$ cat config.mk
export PLATFORM = sky130hd
export DESIGN_NAME = ast_status_timer
export DESIGN_NICKNAME = d
export VERILOG_FILES = /design/src/hw/ast_pkg.sv /design/src/hw/ast_status_timer.sv
export SDC_FILE = /design/constraint.sdc
export NUM_CORES = 1
export LEC_CHECK = 0
export ABC_AREA = 1
export BUFFER_PORTS_ARGS = -buffer_cell sky130_fd_sc_hd__buf_2
export CORE_MARGIN = 5
export CORE_UTILIZATION = 55
export DETAILED_ROUTE_END_ITERATION = 12
export HOLD_SLACK_MARGIN = 0.03
export PLACE_DENSITY_LB_ADDON = 0.15
export SLEW_MARGIN = 10
export SYNTH_ARGS = -nofsm -noshare
export SYNTH_HDL_FRONTEND = slang
export SYNTH_SLANG_ARGS = --single-unit
$ cat constraint.sdc
create_clock -name sys_clk_in -period 2.5 [get_ports sys_clk_in]
set_input_delay 0.125 -clock sys_clk_in [delete_from_list [all_inputs] [get_ports sys_clk_in]]
set_output_delay 0.125 -clock sys_clk_in [all_outputs]
set_load 0.01 [all_outputs]
$ cat src/hw/ast_pkg.sv
/*
  Constants and types of the sequencer status and interval timer.
  Assumes a 40 MHz system clock and a byte-addressed register bus.
*/
package ast_pkg;
  // Register byte offsets.
  localparam logic [7:0] ADDR_CONTROL = 8'h10;
  localparam logic [7:0] ADDR_FLAGS = 8'h14;
  localparam logic [7:0] ADDR_INTERVAL = 8'h18;
  localparam logic [7:0] ADDR_IRQ_CTRL = 8'h1C;

  // Bit positions in the flags word.
  localparam int FLAG_READY = 0;
  localparam int FLAG_OVERFLOW = 1;
  localparam int FLAG_TIMER = 2;
  localparam int FLAG_IRAM = 3;
  localparam int FLAG_PENDING = 4;

  // Reset values.
  localparam logic [15:0] INTERVAL_RST = 16'h0000;
  localparam logic [3:0] FLAGS_RST = 4'h0;
  localparam logic [2:0] CONTROL_RST = 3'h0;

  // Tick of the interval timer, in microseconds, and the clock rate.
  localparam int TICK_US = 100;
  localparam int CLK_MHZ = 40;
  localparam int TICK_CYCLES = TICK_US * CLK_MHZ;
  localparam logic [11:0] TICK_LAST = 12'(TICK_CYCLES - 1);

  // Sticky flags, bit 3 down to bit 0.
  typedef struct packed {
    logic iram_error;
    logic timer_error;
    logic overflow;
    logic results_ready;
  } ast_flags_t;

  // Control word, bit 2 down to bit 0.
  typedef struct packed {
    logic sequencer_irq_enable;
    logic trigger_select;
    logic sequencer_run;
  } ast_control_t;

  // Sequencer run state.
  typedef enum logic [2:0] {
    ST_STOP = 3'h1,
    ST_WAIT = 3'h2,
    ST_BUSY = 3'h4
  } ast_state_t;
endpackage : ast_pkg

$ cat src/hw/ast_status_timer.sv
/*
  Status flags, interval timer and start control of a conversion
  sequencer, with an Avalon-MM slave for its registers.
  Assumes the sequence engine pulses seq_done_in once per finished
  sequence and that all inputs are synchronous to sys_clk_in.
*/
// The Avalon-MM slave port was decided locally.
`timescale 1ns/1ps

// Overview of operation
// - Flags word bits 31 to 5 ignore writes and read zero.
// - Bit 4 reads one while an interrupt is pending, drops when flags clear.
// - Starting with empty instruction memory sets the empty-instruction flag.
// - Flags 0 to 3 are sticky; writing one clears, zero leaves them.
// - Timer expiry during a running sequence sets the timer error.
// - With interval zero the timer error is never set and reads zero.
// - Sequence end with results still unread sets the overflow flag.
// - With interval zero the overflow flag is never set and reads zero.
// - Each finished sequence with fresh results sets results ready.
// - In continuous mode results ready is set but raises no interrupt.
// - Timer and external modes: all flags interrupt; continuous: only empty.
// - Interval register holds 16-bit preload, reset zero, upper bits zero.
// - Preload counts the interval in 100 us steps up to 6.5535 s.
// - The interval timer takes its time base from the 40 MHz clock.
// - On reaching the preload the sequencer starts a new sequence.
// - With preload zero a new sequence starts right after the last ends.
// - An error flag stops the sequencer after its last instruction.
// - Interrupt needs sequencer enable, master enable and a qualifying flag.
// - Control bit 1 picks the trigger: timer or external line.
module ast_status_timer (
  // Clock and reset.
  input wire logic sys_clk_in,
  input wire logic srst_in,
  // Avalon-MM slave.
  input wire logic [7:0] avs_address_in,
  input wire logic avs_read_in,
  input wire logic avs_write_in,
  input wire logic [31:0] avs_writedata_in,
  input wire logic [3:0] avs_byteenable_in,
  output logic [31:0] avs_readdata_out,
  output logic avs_waitrequest_out,
  // Sequence engine and trigger line.
  input wire logic seq_done_in,
  input wire logic instr_empty_in,
  input wire logic ext_trigger_in,
  output logic seq_start_out,
  output logic sequencer_irq_out
);

  // Matches a bus address against a register offset.
  function automatic logic hit(input logic [7:0] addr,
                               input logic [7:0] off);
    hit = (addr == off);
  endfunction : hit

  logic ack, next_ack, wr_go, trig_prev;
  logic [31:0] rdata, next_rdata;
  ast_pkg::ast_flags_t flags, next_flags, set_v, clr_v;
  ast_pkg::ast_control_t ctrl, next_ctrl;
  ast_pkg::ast_state_t state, next_state;
  logic master_irq_enable, next_mie;
  logic [15:0] interval, next_interval;
  logic start_q, next_start;
  logic irq_q, next_irq;
  logic [11:0] pre, next_pre;
  logic [15:0] ticks, next_ticks;
  logic cont, running, timer_hit, ext_rise, trig, start_req, pending;
  logic [4:0] flags_rd;

  // Mode decode, qualified pending bit and the visible flags word.
  assign cont = (interval == 16'h0000);
  assign ext_rise = ext_trigger_in & ~trig_prev;
  assign trig = ctrl.trigger_select ? ext_rise : timer_hit;
  assign pending = cont ? flags.iram_error : (|flags);
  assign flags_rd = {pending, flags.iram_error,
                     flags.timer_error & ~cont,
                     flags.overflow & ~cont,
                     flags.results_ready};
  assign avs_waitrequest_out = (avs_read_in | avs_write_in) & ~ack;
  assign avs_readdata_out = rdata;
  assign seq_start_out = start_q;
  assign sequencer_irq_out = irq_q;
  assign wr_go = avs_write_in & ack;

  // Bus slave: one wait cycle, then read data stands for the taking edge.
  always_comb
  begin
    next_ack = (avs_read_in | avs_write_in) & ~ack;
    next_rdata = rdata;
    if (avs_read_in && !ack)
    begin
      if (hit(avs_address_in, ast_pkg::ADDR_CONTROL))
        next_rdata = {29'h0, ctrl};
      else if (hit(avs_address_in, ast_pkg::ADDR_FLAGS))
        next_rdata = {27'h0, flags_rd};
      else if (hit(avs_address_in, ast_pkg::ADDR_INTERVAL))
        next_rdata = {16'h0, interval};
      else if (hit(avs_address_in, ast_pkg::ADDR_IRQ_CTRL))
        next_rdata = {31'h0, master_irq_enable};
      else
        next_rdata = 32'h0;
    end
  end

  always_ff @(posedge sys_clk_in)
  begin
    if (srst_in)
    begin
      ack <= 1'b0;
      rdata <= 32'h0;
    end
    else
    begin
      ack <= next_ack;
      rdata <= next_rdata;
    end
  end

  // Interval timer: 100 us ticks counted against the preload.
  assign running = (state != ast_pkg::ST_STOP) && !ctrl.trigger_select
                   && !cont;
  assign timer_hit = running && (pre == ast_pkg::TICK_LAST)
                     && (16'(ticks + 16'h0001) == interval);

  always_comb
  begin
    next_pre = pre;
    next_ticks = ticks;
    if (!running)
    begin
      next_pre = 12'h000;
      next_ticks = 16'h0000;
    end
    else if (pre == ast_pkg::TICK_LAST)
    begin
      next_pre = 12'h000;
      next_ticks = timer_hit ? 16'h0000 : 16'(ticks + 16'h0001);
    end
    else
      next_pre = 12'(pre + 12'h001);
  end

  always_ff @(posedge sys_clk_in)
  begin
    if (srst_in)
    begin
      pre <= 12'h000;
      ticks <= 16'h0000;
    end
    else
    begin
      pre <= next_pre;
      ticks <= next_ticks;
    end
  end

  // Registers, sticky flags and the start and stop sequencing.
  always_comb
  begin
    next_ctrl = ctrl;
    next_mie = master_irq_enable;
    next_interval = interval;
    next_state = state;
    next_start = 1'b0;
    set_v = '0;
    clr_v = '0;
    start_req = 1'b0;
    if (wr_go && avs_byteenable_in[0])
    begin
      if (hit(avs_address_in, ast_pkg::ADDR_CONTROL))
        next_ctrl = avs_writedata_in[2:0];
      else if (hit(avs_address_in, ast_pkg::ADDR_FLAGS))
        clr_v = avs_writedata_in[3:0];
      else if (hit(avs_address_in, ast_pkg::ADDR_IRQ_CTRL))
        next_mie = avs_writedata_in[0];
    end
    if (wr_go && hit(avs_address_in, ast_pkg::ADDR_INTERVAL))
    begin
      if (avs_byteenable_in[0])
        next_interval[7:0] = avs_writedata_in[7:0];
      if (avs_byteenable_in[1])
        next_interval[15:8] = avs_writedata_in[15:8];
    end
    case (state)
      ast_pkg::ST_STOP:
      begin
        if (next_ctrl.sequencer_run)
          start_req = 1'b1;
      end
      ast_pkg::ST_WAIT:
      begin
        if (!next_ctrl.sequencer_run)
          next_state = ast_pkg::ST_STOP;
        else if (trig)
          start_req = 1'b1;
      end
      ast_pkg::ST_BUSY:
      begin
        if (timer_hit)
          set_v.timer_error = 1'b1;
        if (cont && !next_ctrl.sequencer_run)
          next_state = ast_pkg::ST_STOP;
        else if (seq_done_in)
        begin
          set_v.results_ready = 1'b1;
          if (flags.results_ready && !cont)
            set_v.overflow = 1'b1;
          if (flags.overflow || flags.timer_error || flags.iram_error
              || set_v.overflow || set_v.timer_error
              || !next_ctrl.sequencer_run)
          begin
            next_state = ast_pkg::ST_STOP;
            next_ctrl.sequencer_run = 1'b0;
          end
          else if (cont)
            start_req = 1'b1;
          else
            next_state = ast_pkg::ST_WAIT;
        end
      end
      default:
        next_state = ast_pkg::ST_STOP;
    endcase
    if (start_req)
    begin
      if (instr_empty_in)
      begin
        set_v.iram_error = 1'b1;
        next_ctrl.sequencer_run = 1'b0;
        next_state = ast_pkg::ST_STOP;
      end
      else
      begin
        next_start = 1'b1;
        next_state = ast_pkg::ST_BUSY;
      end
    end
    // A flag set in the clearing cycle survives the clear.
    next_flags = (flags & ~clr_v) | set_v;
    next_irq = pending & ctrl.sequencer_irq_enable & master_irq_enable;
  end

  always_ff @(posedge sys_clk_in)
  begin
    if (srst_in)
    begin
      flags <= ast_pkg::FLAGS_RST;
      ctrl <= ast_pkg::CONTROL_RST;
      master_irq_enable <= 1'b0;
      interval <= ast_pkg::INTERVAL_RST;
      state <= ast_pkg::ST_STOP;
      start_q <= 1'b0;
      irq_q <= 1'b0;
      trig_prev <= 1'b0;
    end
    else
    begin
      flags <= next_flags;
      ctrl <= next_ctrl;
      master_irq_enable <= next_mie;
      interval <= next_interval;
      state <= next_state;
      start_q <= next_start;
      irq_q <= next_irq;
      trig_prev <= ext_trigger_in;
    end
  end
endmodule : ast_status_timer

==> results.cfg <==
[clocking]
clock_path_buffers = 2
numClockSinks = 75
cts_made_buffers = 9
cts_tree = done
cts-root-buf = clkbuf_8
worstSkewPairLatency_ns = 0.34
cts_htree_levels = 3
clkTransAtPathRegs_ns = 0.08

[pwr]
sw_frac_of_total = 0.256
p_leak_nw = 1.98
powerDensity_nw_per_um2 = 501
p_clk_frac = 0.390
switchingPower_w = 0.000601
ir_worst_vdd_mv = 0.354
power_frac_comb = 0.089
power_frac_seq = 0.521
total_power_w = 0.00234
internal-power_w = 0.00174

[outcome]
status = finished clean

[floorplan]
start_util = 0.564
dieArea_um2 = 9220
die_h_um = 96.0
die_x_um = 96.0
ios = 86
rows = 31
core_um2 = 7210

[sta]
setup_ws_ns = 0.213
worstMarginPinSlew_ns = 0.775
skew_ns = 0.00768
report.final.slew_viol_count = 0
min_period_over_period = 0.915
relSlewSlack = 0.483
finalWorstPathRequiredPeriod_ns = 2.29
setup_viol = 0
hold_viol = 0
timing.fmax_ghz = 0.437

[detailed_routing]
wl_per_cell_um = 13.0
viasPerCell = 5.19
wirelength_um = 10100
firstDrtPassIters = 5
vias = 4027
drc = 0
antenna_left = 0
first_iter_violations = 217

[critical_path]
slowest_delay_ns = 0.39
crit_family = simple AND/OR/NAND/NOR gates
crit_chain = ha_4 -> nand2_2 -> nor2_4 -> buf_4 -> nand3_1 -> nand2_2 -> nand2_1 -> nand2_1 -> nand2_1 -> nor2_1 -> nand2_1 -> nor2_1 -> nand2_1 -> nand2_1 -> a21oi_2 -> nand2_2 -> inv_2 -> nand2_1 -> nand2_1 -> nand2_1 -> nand2_1
cp-startpoint = ticks[0]
crit_path_max_fanout = 6
crit-reg2reg-launch = ticks[0]
critPathKind = reg2reg
cp_num_buf_inv = 2
crit_path_start_kind = register
required_ns = 2.74
crit_top_cell = nand2_1
arrival_ns = 2.52
cp-end-kind = register
slowest_stage = dfxtp_4

[synthesis]
synth_cell_types = 38
yosysSeqAreaShare = 0.369
synth_flop_cell = dfxtp_1
yosys_register_bits = 75
netlist_instances = 612
synthArstFlopShare = 0
synth_edf_count = 0
ys.warnings.count = 0
netlist_area_um2 = 4070
synth.avg_cell_area_um2 = 6.65

[global_route]
grt_pass1_wl_um = 16700
antenna_found_initial = 0
grt_usage = 0.229
overflow = 0
first_global_vias = 3691
grt_max_degree = 25

[finish]
fin_nets = 725
drive_above_1_share = 0.165
area_growth_syn_to_layout_pct = 15.0
n_antenna_cell = 0
fin_cells = 776
num-fill-cells = 701
utilization = 0.649

[placed_design]
dpl_worst_slack_ns = 0.0755
gp_congestion = 0.865
dp_hpwl_um = 7860
place_inst = 755
io_buffers = 51

[flow_run]
drv_cap = 0

[hold_path]
hp-start = avs_writedata_in[9]
min_path_type = in2reg
-- flip-flops by register name, indices dropped and copies added (netlist names) --
register / count
trig_prev: 1
sequencer_irq_out: 1
flags: 4
seq_start_out: 1
ticks: 16
avs_readdata_out: 16
interval: 16
pre: 12
ack: 1
ctrl: 3
state: 3
master_irq_enable: 1
-- synth_stat cells, drive strengths merged (5+ instances only) --
library cell | n | area [um^2]
o22ai | 14 | 87.6
nand3 | 62 | 310
xor2 | 6 | 52.6
nor4 | 5 | 46.3
a21oi | 40 | 200
nand2 | 151 | 579
o21ai | 34 | 174
nand4 | 12 | 81.3
dfxtp | 75 | 1500
clkbuf | 11 | 41.3
nor2 | 73 | 317
inv | 84 | 315
buf | 18 | 139
nor3 | 7 | 35.0
-- cell type report --
type	count	area [um^2]	area share
clock buffers	10	128	0.0273
clock inverters	6	66.3	0.0142
inverters	85	319	0.0681
multi-input cells	438	2180	0.466
flip-flops and latches	75	1510	0.323
well taps	99	124	0.0265
repair buffers	63	350	0.0748
-- cells by family (layout without fill, tap and decap cells) --
family | count (synthesis) | in the layout | synth area share
fa+ha+maj | 2 | 2 | 0.00615
buf+inv | 114 | 164 | 0.123
simple gates | 313 | 313 | 0.342
compound gates | 97 | 97 | 0.131
other cells | 1 | 16 | 0.000921
flops | 75 | 75 | 0.369
xor+xnor | 10 | 10 | 0.0286
-- repair_timing --
item                                   in CTS  in global routing
setup buffers                               0                  3
resized for setup                           0                 21
endpoints found under the hold margin       2                  0
hold buffers                                2                  0
setup endpoints to repair                   0                 22
-- worst register-to-register path, cell delays in order, from the launching register on --
cell and delay, ns:
dfxtp_4 0.39, ha_4 0.16, nand2_2 0.08, nor2_4 0.19, buf_4 0.15, nand3_1 0.09
nand2_2 0.10, nand2_1 0.06, nand2_1 0.08, nand2_1 0.05, nor2_1 0.09, nand2_1 0.05
nor2_1 0.09, nand2_1 0.09, nand2_1 0.08, a21oi_2 0.06, nand2_2 0.11, inv_2 0.06
nand2_1 0.05, nand2_1 0.04, nand2_1 0.05, nand2_1 0.04
-- metrics by stage --
stage               cell area [um^2]  setup TNS [ns]  hold slack, ns
floorplan                       4130               0           0.218
global placement                4390               0           0.340
detailed placement              4390               0           0.342
CTS                             4600               0          0.0500
global route                    4680        -0.00978          0.0672
finish                          4680               0          0.0683
-- power groups by stage --
stage	logic (W)	registers [W]	clock network (W)
finish	0.000209	0.00122	0.000914
global route	0.000247	0.00122	0.000999
detailed placement	0.000201	0.00125	0
floorplan	0.000155	0.00125	0
global placement	0.000198	0.00125	0
CTS	0.000205	0.00122	0.000935
-- worst paths after layout --
path                            slack (ns)     endpoint  cells past startpoint
worst max-delay path                  0.21     state[0]                     21
worst min-delay path                  0.07  interval[9]                      3
worst max register to register        0.21     state[0]                     21
worst min register to register        0.43       pre[0]                      1
-- cells in the final DEF, fill, tap and decap left out, drive strengths merged --
cell / Yosys / layout
nand3b: 1 / 1
nor3b: 1 / 1
o21ai: 34 / 34
clkinv: 1 / 3
dfxtp: 75 / 75
dlygate4sd3: 0 / 2
buf: 18 / 61
o22ai: 14 / 14
inv: 84 / 84
conb: 1 / 16
a21oi: 40 / 40
o211ai: 2 / 2
o221ai: 2 / 2
xnor2: 2 / 2
clkinvlp: 0 / 3
nand4: 12 / 12
ha: 2 / 2
bufinv: 0 / 1
nor2: 73 / 73
nor3: 7 / 7
o21a: 1 / 1
or2: 1 / 1
nand3: 62 / 62
a31oi: 2 / 2
nand2: 151 / 151
nor4: 5 / 5
xnor3: 2 / 2
xor2: 6 / 6
clkbuf: 11 / 10
a211oi: 1 / 1
a21boi: 1 / 1
-- per-layer routing --
metal	wire, um	vias up	track usage
li1	-	2073	-
met1	4520	1833	0.292
met2	4970	111	0.392
met3	543	10	0.0493
met4	87	0	0.0604
met5	0	-	0
Note: power is estimated with default switching activity, not from simulation.
